--- config.mk ---
export PLATFORM = sky130hd
export DESIGN_NAME = rmu_reset_manager
export DESIGN_NICKNAME = d
export VERILOG_FILES = /design/src/rmu_pkg.sv /design/src/rmu_pin_if.sv /design/src/rmu_pin_filt.sv /design/src/rmu_reset_manager.sv
export SDC_FILE = /design/constraint.sdc
export NUM_CORES = 1
export LEC_CHECK = 0
export BUFFER_PORTS_ARGS = -buffer_cell sky130_fd_sc_hd__buf_4
export CAP_MARGIN = 20
export CORE_MARGIN = 2
export CORE_UTILIZATION = 45
export CTS_CLUSTER_SIZE = 24
export DETAILED_ROUTE_END_ITERATION = 12
export PLACE_DENSITY = 0.72
export RECOVER_POWER = 25
export SYNTH_ARGS = -nofsm -noshare
export SYNTH_HDL_FRONTEND = slang
export SYNTH_HIERARCHICAL = 1
export SYNTH_SLANG_ARGS = --single-unit
--- constraint.sdc ---
create_clock -name mclk -period 5.88 [get_ports mclk]
set_input_delay 1.176 -clock mclk [delete_from_list [all_inputs] [get_ports mclk]]
set_output_delay 1.176 -clock mclk [all_outputs]
set_load 0.02 [all_outputs]
--- src/rmu_pkg.sv ---
package rmu_pkg;
  // Core clock rate in MHz
  localparam int CLK_MHZ = 100;
  // Pin request must stay low for longer than this
  localparam int PIN_STABLE_NS = 500;
  localparam int PIN_STABLE_CYC = (PIN_STABLE_NS * CLK_MHZ + 999) / 1000;
  localparam int PIN_CNT_W = 6;
  // Error counts that turn a failure into a limit event
  localparam logic [2:0] ERR_LIMIT = 3'h5;
  localparam logic [2:0] ERR_RST = 3'h0;
  // Low-power oscillator ticks between watchdog miss and core reset
  localparam logic [4:0] WDT_LP_DELAY = 5'h04;
  // Core clock cycles that a reset is held and the pin driven low
  localparam logic [4:0] RST_HOLD_CYC = 5'h10;
  localparam logic [4:0] CNT_RST = 5'h00;

  // Reset source bit positions
  localparam int SRC_POR = 0;
  localparam int SRC_SLEEP = 1;
  localparam int SRC_STOP = 2;
  localparam int SRC_PIN = 3;
  localparam int SRC_SYSTEM_WATCHDOG = 4;
  localparam int SRC_SOFT = 5;
  localparam int SRC_CPUWDT = 6;
  localparam int SRC_SUPLIM = 7;
  localparam int SRC_WDTLIM = 8;
  localparam int NSRC = 9;
  localparam int NCLASS = 5;

  // Source membership of each reset class, class 0 in the low slot
  localparam logic [NCLASS-1:0][NSRC-1:0] CLS_MASK = {
    9'h19F, 9'h1FF, 9'h1FD, 9'h181, 9'h001
  };

  // Status reset values
  localparam logic [4:0] STS1_RST = 5'h00;
  localparam logic [1:0] STS2_RST = 2'h0;

  typedef enum logic [2:0] {
    ST_WAIT = 3'h0,
    ST_PWRUP = 3'h1,
    ST_ACTIVE = 3'h3,
    ST_RST = 3'h2,
    ST_STOP = 3'h6,
    ST_SLEEP = 3'h7,
    ST_WDTW = 3'h5
  } rmu_state_t;
endpackage

--- src/rmu_pin_if.sv ---
`timescale 1ns/1ps
interface rmu_pin_if;
  logic pin_low;
  logic gate;
  logic req;
  modport filt (input pin_low, input gate, output req);
  modport ctrl (output pin_low, output gate, input req);
endinterface

--- src/rmu_pin_filt.sv ---
`timescale 1ns/1ps
module rmu_pin_filt (
  input wire logic mclk,
  input wire logic rst_n,
  rmu_pin_if.filt pin
);
  import rmu_pkg::*;

  logic [PIN_CNT_W-1:0] cnt_ff;
  logic [PIN_CNT_W-1:0] nxt_cnt;
  wire live_low = pin.pin_low && !pin.gate;
  wire at_stable = (cnt_ff == PIN_CNT_W'(PIN_STABLE_CYC));

  // Count consecutive low samples; saturate past the firing point
  assign nxt_cnt = !live_low ? '0 :
                   (cnt_ff > PIN_CNT_W'(PIN_STABLE_CYC)) ? cnt_ff : cnt_ff + 1'b1;
  assign pin.req = live_low && at_stable;

  always_ff @(posedge mclk or negedge rst_n) begin
    if (!rst_n) begin
      cnt_ff <= '0;
    end else begin
      cnt_ff <= nxt_cnt;
    end
  end

  pin_stable_a: assert property (@(posedge mclk) disable iff (!rst_n)
    pin.req |-> $past(pin.pin_low, 50) && $past(pin.pin_low, 25) && $past(pin.pin_low, 1))
    else $error("pin request taken before stable time");
endmodule

--- src/rmu_reset_manager.sv ---
// Behaviour
// - Power-on reset is master; released at battery minimum, then power-on flag.
// - After power-on run power-up sequence; core reset released last.
// - Sleep exit runs same sequence, sets sleep-exit flag instead.
// - Stop wake has no reset unless wake-with-reset enabled.
// - Stop wake with reset sets the stop-wake flag.
// - Pin reset accepted only in Active and Stop mode.
// - Pin requests blocked while another reset executes.
// - Pin request must stay low longer than 500 ns.
// - Pin request in Stop: go Active, wake core, set pin flag.
// - Other sources act only in Active mode.
// - System watchdog works only in Active; missed trigger signals us.
// - Watchdog miss sets flag, core reset after several oscillator ticks. The miss that reaches the limit sets watchdog limit source instead of flag.
// - Soft and CPU watchdog resets lowest priority, Active only.
// - Soft reset takes effect within two core cycles.
// - Soft resets processed independently of the oscillator tick.
// - Soft and CPU watchdog resets set flags in second status register.
// - Regulator failure: system reset, then Sleep, set failure flag.
// - A class register clears on any source of that class.
// - Class one: power-on, supply limit, watchdog limit only.
// - Sleep exit clears classes three and four.
// - Unclassed registers clear on every system reset.
// - Limit events fire when error count reaches 5.
// - Class zero power-on only; only classes three and four have sleep exit.
// - Class two includes stop exit with reset.
`timescale 1ns/1ps
module rmu_reset_manager (
  input wire logic mclk,
  input wire logic rst_n,
  input wire logic lp_tick,
  input wire logic batt_ok,
  input wire logic supply_good,
  input wire logic stop_req,
  input wire logic sleep_req,
  input wire logic wake_evt,
  input wire logic wake_w_rst,
  input wire logic pin_rst_in,
  input wire logic sys_wdt_miss,
  input wire logic soft_rst_req,
  input wire logic cpu_wdt_req,
  input wire logic regulator_fail,
  input wire logic [4:0] sts1_clr,
  input wire logic [1:0] sts2_clr,
  input wire logic reg_fail_clr,
  output logic pin_rst_out,
  output logic pin_rst_oe_n,
  output logic supply_gen_en,
  output logic core_rst_n,
  output logic core_wake,
  output logic [rmu_pkg::NCLASS-1:0] rst_class_clr,
  output logic sys_rst_clr,
  output logic mode_active,
  output logic mode_stop,
  output logic mode_sleep,
  output logic [4:0] reset_status_first,
  output logic [1:0] reset_status_second,
  output logic regulator_failure_flag
);
  import rmu_pkg::*;

  rmu_state_t st_ff, nxt_st;
  logic [4:0] cnt_ff, nxt_cnt;
  logic [2:0] err_sup_ff, err_wdt_ff;
  logic [NSRC-1:0] src_ff, nxt_src;
  logic seq_sleep_ff, nxt_seq_sleep;
  logic to_sleep_ff, nxt_to_sleep;
  logic core_rst_n_ff, core_wake_ff, nxt_wake, sys_clr_ff, nxt_sys_clr;
  logic pin_oe_n_ff, gen_en_ff;
  logic [4:0] sts1_ff;
  logic [1:0] sts2_ff;
  logic rf_flag_ff;

  rmu_pin_if pin_if ();

  wire act = (st_ff == ST_ACTIVE);
  wire stp = (st_ff == ST_STOP);
  // pin accepted in Active and Stop only
  assign pin_if.gate = !(act || stp);
  assign pin_if.pin_low = !pin_rst_in;
  wire pin_req = pin_if.req;

  rmu_pin_filt u_pin_filt (
    .mclk(mclk),
    .rst_n(rst_n),
    .pin(pin_if.filt)
  );

  // watchdog misses honoured in Active only
  wire rf_hit = act && regulator_fail;
  wire wdt_hit = act && sys_wdt_miss;
  wire sup_lim = rf_hit && (err_sup_ff == ERR_LIMIT - 3'h1);
  wire wdt_lim = wdt_hit && (err_wdt_ff == ERR_LIMIT - 3'h1);
  wire hi_hit = rf_hit || pin_req || wdt_hit;
  wire sw_go = act && soft_rst_req && !hi_hit;
  wire cw_go = act && cpu_wdt_req && !soft_rst_req && !hi_hit;
  wire stop_wake = stp && wake_evt && !pin_req;
  wire hold_done = (cnt_ff == RST_HOLD_CYC - 5'h01);
  wire wdt_done = lp_tick && (cnt_ff == WDT_LP_DELAY - 5'h01);
  wire nxt_run = (nxt_st == ST_ACTIVE) || (nxt_st == ST_STOP) || (nxt_st == ST_WDTW);

  always_comb begin
    nxt_st = st_ff;
    nxt_cnt = CNT_RST;
    nxt_src = '0;
    nxt_seq_sleep = seq_sleep_ff;
    nxt_to_sleep = to_sleep_ff;
    nxt_wake = 1'b0;
    nxt_sys_clr = 1'b0;
    case (st_ff)
      // wait for battery minimum after power-on
      ST_WAIT: begin
        if (batt_ok) begin
          nxt_st = ST_PWRUP;
        end
      end
      // core released as last power-up step
      ST_PWRUP: begin
        if (supply_good) begin
          nxt_st = ST_ACTIVE;
          // sleep exit flagged instead of power-on
          nxt_src[SRC_POR] = !seq_sleep_ff;
          nxt_src[SRC_SLEEP] = seq_sleep_ff;
          nxt_sys_clr = 1'b1;
          nxt_seq_sleep = 1'b0;
        end
      end
      ST_ACTIVE: begin
        if (rf_hit) begin
          nxt_st = ST_RST;
          nxt_to_sleep = 1'b1;
          nxt_src[SRC_SUPLIM] = sup_lim;
          nxt_sys_clr = 1'b1;
        end else if (pin_req) begin
          nxt_st = ST_RST;
          nxt_src[SRC_PIN] = 1'b1;
          nxt_sys_clr = 1'b1;
        end else if (wdt_hit) begin
          // flag now, reset after oscillator ticks
          nxt_st = ST_WDTW;
          nxt_src[SRC_SYSTEM_WATCHDOG] = !wdt_lim;
          nxt_src[SRC_WDTLIM] = wdt_lim;
        end else if (sw_go || cw_go) begin
          // acted on without waiting for an oscillator tick
          nxt_st = ST_RST;
          nxt_src[SRC_SOFT] = sw_go;
          nxt_src[SRC_CPUWDT] = cw_go;
          nxt_sys_clr = 1'b1;
        end else if (sleep_req) begin
          nxt_st = ST_SLEEP;
        end else if (stop_req) begin
          nxt_st = ST_STOP;
        end
      end
      ST_STOP: begin
        if (pin_req) begin
          // wake core, flag pin, then execute reset
          nxt_st = ST_RST;
          nxt_wake = 1'b1;
          nxt_src[SRC_PIN] = 1'b1;
          nxt_sys_clr = 1'b1;
        end else if (stop_wake && wake_w_rst) begin
          nxt_st = ST_RST;
          nxt_src[SRC_STOP] = 1'b1;
          nxt_sys_clr = 1'b1;
        end else if (stop_wake) begin
          nxt_st = ST_ACTIVE;
          nxt_wake = 1'b1;
        end
      end
      ST_WDTW: begin
        nxt_cnt = lp_tick ? cnt_ff + 5'h01 : cnt_ff;
        if (wdt_done) begin
          nxt_st = ST_RST;
          nxt_cnt = CNT_RST;
          nxt_sys_clr = 1'b1;
        end
      end
      ST_RST: begin
        nxt_cnt = cnt_ff + 5'h01;
        if (hold_done) begin
          nxt_cnt = CNT_RST;
          nxt_st = to_sleep_ff ? ST_SLEEP : ST_ACTIVE;
          nxt_to_sleep = 1'b0;
        end
      end
      ST_SLEEP: begin
        if (wake_evt) begin
          nxt_st = ST_PWRUP;
          nxt_seq_sleep = 1'b1;
        end
      end
      default: begin
        nxt_st = ST_WAIT;
      end
    endcase
  end

  always_ff @(posedge mclk or negedge rst_n) begin
    if (!rst_n) begin
      st_ff <= ST_WAIT;
      cnt_ff <= CNT_RST;
      src_ff <= '0;
      seq_sleep_ff <= 1'b0;
      to_sleep_ff <= 1'b0;
      core_rst_n_ff <= 1'b0;
      core_wake_ff <= 1'b0;
      sys_clr_ff <= 1'b0;
      pin_oe_n_ff <= 1'b1;
      gen_en_ff <= 1'b0;
    end else begin
      st_ff <= nxt_st;
      cnt_ff <= nxt_cnt;
      src_ff <= nxt_src;
      seq_sleep_ff <= nxt_seq_sleep;
      to_sleep_ff <= nxt_to_sleep;
      // core reset falls on the edge that takes the request
      core_rst_n_ff <= nxt_run;
      core_wake_ff <= nxt_wake;
      sys_clr_ff <= nxt_sys_clr;
      pin_oe_n_ff <= (nxt_st != ST_RST);
      gen_en_ff <= (nxt_st != ST_WAIT) && (nxt_st != ST_SLEEP);
    end
  end

  // error counters, restarted after a limit event
  always_ff @(posedge mclk or negedge rst_n) begin
    if (!rst_n) begin
      err_sup_ff <= ERR_RST;
      err_wdt_ff <= ERR_RST;
    end else begin
      if (rf_hit) begin
        err_sup_ff <= sup_lim ? ERR_RST : err_sup_ff + 3'h1;
      end
      if (wdt_hit) begin
        err_wdt_ff <= wdt_lim ? ERR_RST : err_wdt_ff + 3'h1;
      end
    end
  end

  // flags cleared only by power-on or software, set wins
  // soft and CPU watchdog flags in second register
  always_ff @(posedge mclk or negedge rst_n) begin
    if (!rst_n) begin
      sts1_ff <= STS1_RST;
      sts2_ff <= STS2_RST;
      rf_flag_ff <= 1'b0;
    end else begin
      sts1_ff <= (sts1_ff & ~sts1_clr) | src_ff[SRC_SYSTEM_WATCHDOG:SRC_POR];
      sts2_ff <= (sts2_ff & ~sts2_clr) | src_ff[SRC_CPUWDT:SRC_SOFT];
      rf_flag_ff <= (rf_flag_ff && !reg_fail_clr) || rf_hit;
    end
  end

  // class masks for classes zero to four
  // stop exit with reset in class two
  genvar k;
  generate
    for (k = 0; k < NCLASS; k++) begin : g_cls
      assign rst_class_clr[k] = |(src_ff & CLS_MASK[k]);
    end
  endgenerate
  // unclassed registers clear on any system reset
  assign sys_rst_clr = sys_clr_ff;

  assign pin_rst_out = 1'b0;
  assign pin_rst_oe_n = pin_oe_n_ff;
  assign supply_gen_en = gen_en_ff;
  assign core_rst_n = core_rst_n_ff;
  assign core_wake = core_wake_ff;
  assign mode_active = act;
  assign mode_stop = stp;
  assign mode_sleep = (st_ff == ST_SLEEP);
  assign reset_status_first = sts1_ff;
  assign reset_status_second = sts2_ff;
  assign regulator_failure_flag = rf_flag_ff;

  pwrup_last_a: assert property (@(posedge mclk) disable iff (!rst_n)
    $rose(core_rst_n) |-> ($past(st_ff) == ST_PWRUP) || ($past(st_ff) == ST_RST)
      || ($past(st_ff) == ST_WDTW) || ($past(st_ff) == ST_STOP))
    else $error("core reset released outside a sequence");
  soft_fast_a: assert property (@(posedge mclk) disable iff (!rst_n)
    sw_go |=> !core_rst_n && !pin_rst_oe_n ##1 reset_status_second[0])
    else $error("soft reset not applied in time");
  stop_plain_a: assert property (@(posedge mclk) disable iff (!rst_n)
    (stop_wake && !wake_w_rst) |=> core_rst_n && core_wake && mode_active)
    else $error("plain stop wake caused a reset");
  stop_flag_a: assert property (@(posedge mclk) disable iff (!rst_n)
    (stop_wake && wake_w_rst) |=> !core_rst_n ##1 reset_status_first[SRC_STOP])
    else $error("stop wake with reset not flagged");
  pin_gate_a: assert property (@(posedge mclk) disable iff (!rst_n)
    !(mode_active || mode_stop) |=> !pin_req [*8])
    else $error("pin request taken while gated");
  pin_stop_a: assert property (@(posedge mclk) disable iff (!rst_n)
    (stp && pin_req) |=> core_wake ##1 reset_status_first[SRC_PIN])
    else $error("pin request in stop mishandled");
  wdt_delay_a: assert property (@(posedge mclk) disable iff (!rst_n)
    (wdt_hit && !rf_hit && !pin_req) |=> core_rst_n[*4])
    else $error("watchdog reset came too early");
  limit_cls_a: assert property (@(posedge mclk) disable iff (!rst_n)
    (wdt_lim && !rf_hit && !pin_req) |=> rst_class_clr[1] && !reset_status_first[SRC_SYSTEM_WATCHDOG])
    else $error("watchdog limit did not clear class one");
  sleep_cls_a: assert property (@(posedge mclk) disable iff (!rst_n)
    src_ff[SRC_SLEEP] |-> rst_class_clr[3] && rst_class_clr[4] && !rst_class_clr[2])
    else $error("sleep exit class clears wrong");
  regfail_a: assert property (@(posedge mclk) disable iff (!rst_n)
    rf_hit |=> regulator_failure_flag && !core_rst_n ##16 mode_sleep)
    else $error("regulator failure did not end in sleep");

  por_cov: cover property (@(posedge mclk) disable iff (!rst_n)
    src_ff[SRC_POR] ##1 reset_status_first[SRC_POR]);
  sleep_cov: cover property (@(posedge mclk) disable iff (!rst_n)
    mode_sleep ##[1:50] src_ff[SRC_SLEEP]);
  pin_cov: cover property (@(posedge mclk) disable iff (!rst_n)
    pin_req && mode_active);
endmodule

==> run_results.csv <==
group,metric,value,unit
clock_network,clock-sinks,44,
place,pre_cts_ws,2340,ps
place,io_buffers,42,
outcome,status,"complete, but fails checks",
layout,multi_input_area,1050,um^2
pwr,p_leak,1.38,nW
setup_path,path_buf_inv,1,
setup_path,end_kind,"flip-flop",
setup_path,crit_slowest_cell,"nor3_1",
layout,layout-drive-gt1-share,19.6,%
synthesis,syn-cell-area,2280,um^2
setup_path,arrival,3690,ps
clock_network,htree_levels,2,
synthesis,ys_seq_elements,44,
setup_path,reg2reg_from,"st_ff[1]$_DFF_PN0_",
setup_path,slowest_delay,790,ps
synthesis,ys_top_cells_by_area,"dfrtp_1 47%, ha_1 4.9%, inv_1 4.3%",
timing,max_freq,0.285,GHz
layout,diodes,0,
synthesis,avgSynthCellArea,9.47,um^2
clock_network,post_cts_resize_count,0,
clock_network,cts_made_buffers,5,
synthesis,ys_top_cells_by_count,"43 x dfrtp_1, 26 x inv_1, 20 x nand2_1, 18 x nor2_1, 12 x a21oi_1",
timing,hold_viol,0,
timing,rsz0062_at_grt,"false",
synthesis,yosysUniqueCellTypes,47,
floorplan,ios,44,
global_routing,grt_remaining_overflow,0,
setup_path,critPathKind,"flip-flop to flip-flop",
timing,setup_viol,0,
synthesis,synth_largest_area_cell,"dfrtp_1",
pwr,power_density,430,nW/um^2
setup_path,crit_top_cell,"nor2_1",
synthesis,synth_nets,272,
place,gp_congestion,0.778,
clock_network,hold_buffers,0,
synthesis,netlist.area_leader.share,47.1,%
drt,drt-total-wl,4540,um
layout,syn_to_final_growth,20.9,%
worst_hold_path,hold_path.class,"flip-flop to flip-flop",
drt,routedWlPerCell,12.9,um
timing,tns,0,ps
pwr,ir_drop,282,uV
floorplan,start_util,47.4,%
synthesis,synth_edf_count,0,
floorplan,die_x,75.2,um
drt,drc,0,
setup_path,start_kind,"flip-flop",
floorplan,row_count,25,
synthesis,ys_async_sr_fraction,100,%
setup_path,path_cells,"nor2b_1, and2_1, nor2_1, nand2b_1, nor3_1, nor2_1, a2111oi_2, nor4_2, inv_1, nand2_1, mux2_2",
outcome,violations,"max-capacitance violations, max-slew violations",
drt,postRouteAntennaNets,0,
synthesis,synthSimpleGateAreaFrac,22.3,%
global_routing,grt_pass1_wl,7540,um
clock_network,cts_tree,"done",
floorplan,die_area,5660,um^2
timing,fin_crit_sh,59.6,%
global_routing,grt_max_degree,45,
flow_run,cap_violations,1,
synthesis,yosysSeqAreaShare,48.3,%
synthesis,synthAdderAreaFrac,4.93,%
drt,viasPerCell,5.17,
pwr,p_total,1.19,mW
clock_network,path_clk_slew,80,ps
layout,register_area,1100,um^2
synthesis,yosysMostFrequentCell,"dfrtp_1",
setup_path,path_max_fanout,16,
global_routing,antenna_found_initial,0,
clock_network,cts-root-buf,"clkbuf_8",
layout,fillers,455,
synthesis,synthMuxAreaShare,2.80,%
floorplan,core,4820,um^2
setup_path,crit_path_start,"st_ff[1]$_DFF_PN0_",
place,dp_hpwl,3320,um
drt,drtIter0Drc,105,
synthesis,syn_inst,241,
global_routing,grt_usage,17.7,%
clock_network,clock_latency,300,ps
timing,maxSlewHeadroom,-52.0,%
drt,drtPass1Iterations,4,
layout,finalNetCount,315,
clock_network,clockBufferDepth,2,
timing,drv_slew,45,
synthesis,ys.flop_type,"dfrtp_1",
clock_network,post-cts-setup-buffer-count,0,
global_routing,grt_pass1_vias,1691,
timing,min_period,3500,ps
setup_path,worst_ep_required_time,6070,ps
synthesis,synth_top_family_by_area,"simple AND/OR/NAND/NOR gates",
drt,vias,1821,
synthesis,synth-xor-area-share,0,%
synthesis,synth_compound_area_share,15.7,%
worst_hold_path,min_from,"src_ff[2]$_DFF_PN0_",
setup_path,critPathTopFamily,"simple AND/OR/NAND/NOR gates",
timing,fin_ws,2380,ps
floorplan,fp.dieH,75.2,um
synthesis,ys.warnings.count,6,
timing,skew,5.13,ps
timing,tightest_slew,2280,ps
[registers in the layout, indices dropped and copies added (netlist names)]
name	count
src_ff	9
u_pin_filt/cnt_ff	6
cnt_ff	5
reset_status_first	5
err_sup_ff	3
err_wdt_ff	3
st_ff	3
reset_status_second	2
core_rst_n	1
core_wake	1
pin_rst_oe_n	1
regulator_failure_flag	1
seq_sleep_ff	1
supply_gen_en	1
sys_rst_clr	1
to_sleep_ff	1
[cell families (layout without fill, tap and decap cells)]
kind of cell | count (synthesis) | count (layout)
AO/OA/AOI/OAI | 54 | 54
adder cells (fa/ha/maj) | 9 | 9
other | 1 | 1
flip-flops | 44 | 44
multiplexers | 6 | 6
AND/OR/NAND/NOR | 95 | 95
buffers and inverters | 32 | 76
[power breakdown]
part / leakage (nW) / switching, mW / internal, mW
combinational: 0.733 / 0.267 / 0.216
clock: 0.0614 / 0.106 / 0.139
sequential: 0.583 / 0.0794 / 0.379
total: 1.38 / 0.453 / 0.734
[layout make-up]
| type | count | area share [%] |
|---|---|---|
| repair buffers | 42 | 11.2 |
| flip-flops and latches | 44 | 39.9 |
| well taps | 67 | 3.04 |
| inverters | 26 | 3.54 |
| clock buffers | 6 | 2.99 |
| clock inverters | 2 | 1.41 |
| multi-input cells | 165 | 37.9 |
[final timing paths]
kind                                                   end  slack [ps]  cells after the start
max                                supply_gen_en$_DFF_PN0_        2380                     11
min                        reset_status_first[2]$_DFF_PN0_         460                      1
max reg2reg                        supply_gen_en$_DFF_PN0_        2380                     11
min reg2reg                reset_status_first[2]$_DFF_PN0_         460                      1
max in group asynchronous             core_rst_n$_DFF_PN0_        3030                      1
min in group asynchronous  reset_status_first[0]$_DFF_PN0_        1550                      1
[metrics by stage]
| stage | cells | hold WS (ps) | instance area [um^2] | util (%) |
|---|---|---|---|---|
| after floorplan | 241 | 420 | 2280 | - |
| after global placement | 344 | 441 | 2650 | 54.9 |
| after detailed placement | 344 | 457 | 2650 | 54.9 |
| after CTS | 352 | 474 | 2770 | 57.5 |
| after global routing | 352 | 494 | 2760 | 57.3 |
| final | 352 | 464 | 2760 | 57.3 |
[cell usage in the layout (no fill, tap or decap), types with 2 or more instances in the layout]
cell,count
dfrtp_1,43
buf_4,33
inv_1,26
nand2_1,20
nor2_1,18
a21oi_1,12
o21ai_0,11
nor3_1,10
nand3_1,10
a21o_1,10
ha_1,9
nor2b_1,7
clkbuf_4,7
nor3b_1,6
clkbuf_8,6
nand3b_1,3
mux2i_1,3
o21a_1,3
nand2b_1,3
or3_1,3
and2_1,2
o21bai_1,2
and3_1,2
nand4b_1,2
a31oi_1,2
a211o_1,2
a211oi_1,2
a311oi_1,2
mux2_2,2
a22o_1,2
clkbuf_1,2
[routing by layer]
layer,global-route usage [%],vias to the layer above,share of wire (%)
met1,23.0,862,46
li1,-,917,-
met5,0,-,0
met2,29.7,37,48
met3,3.35,5,4.7
met4,6.43,0,1.1
No activity file was read; power rests on OpenSTA's default activity.
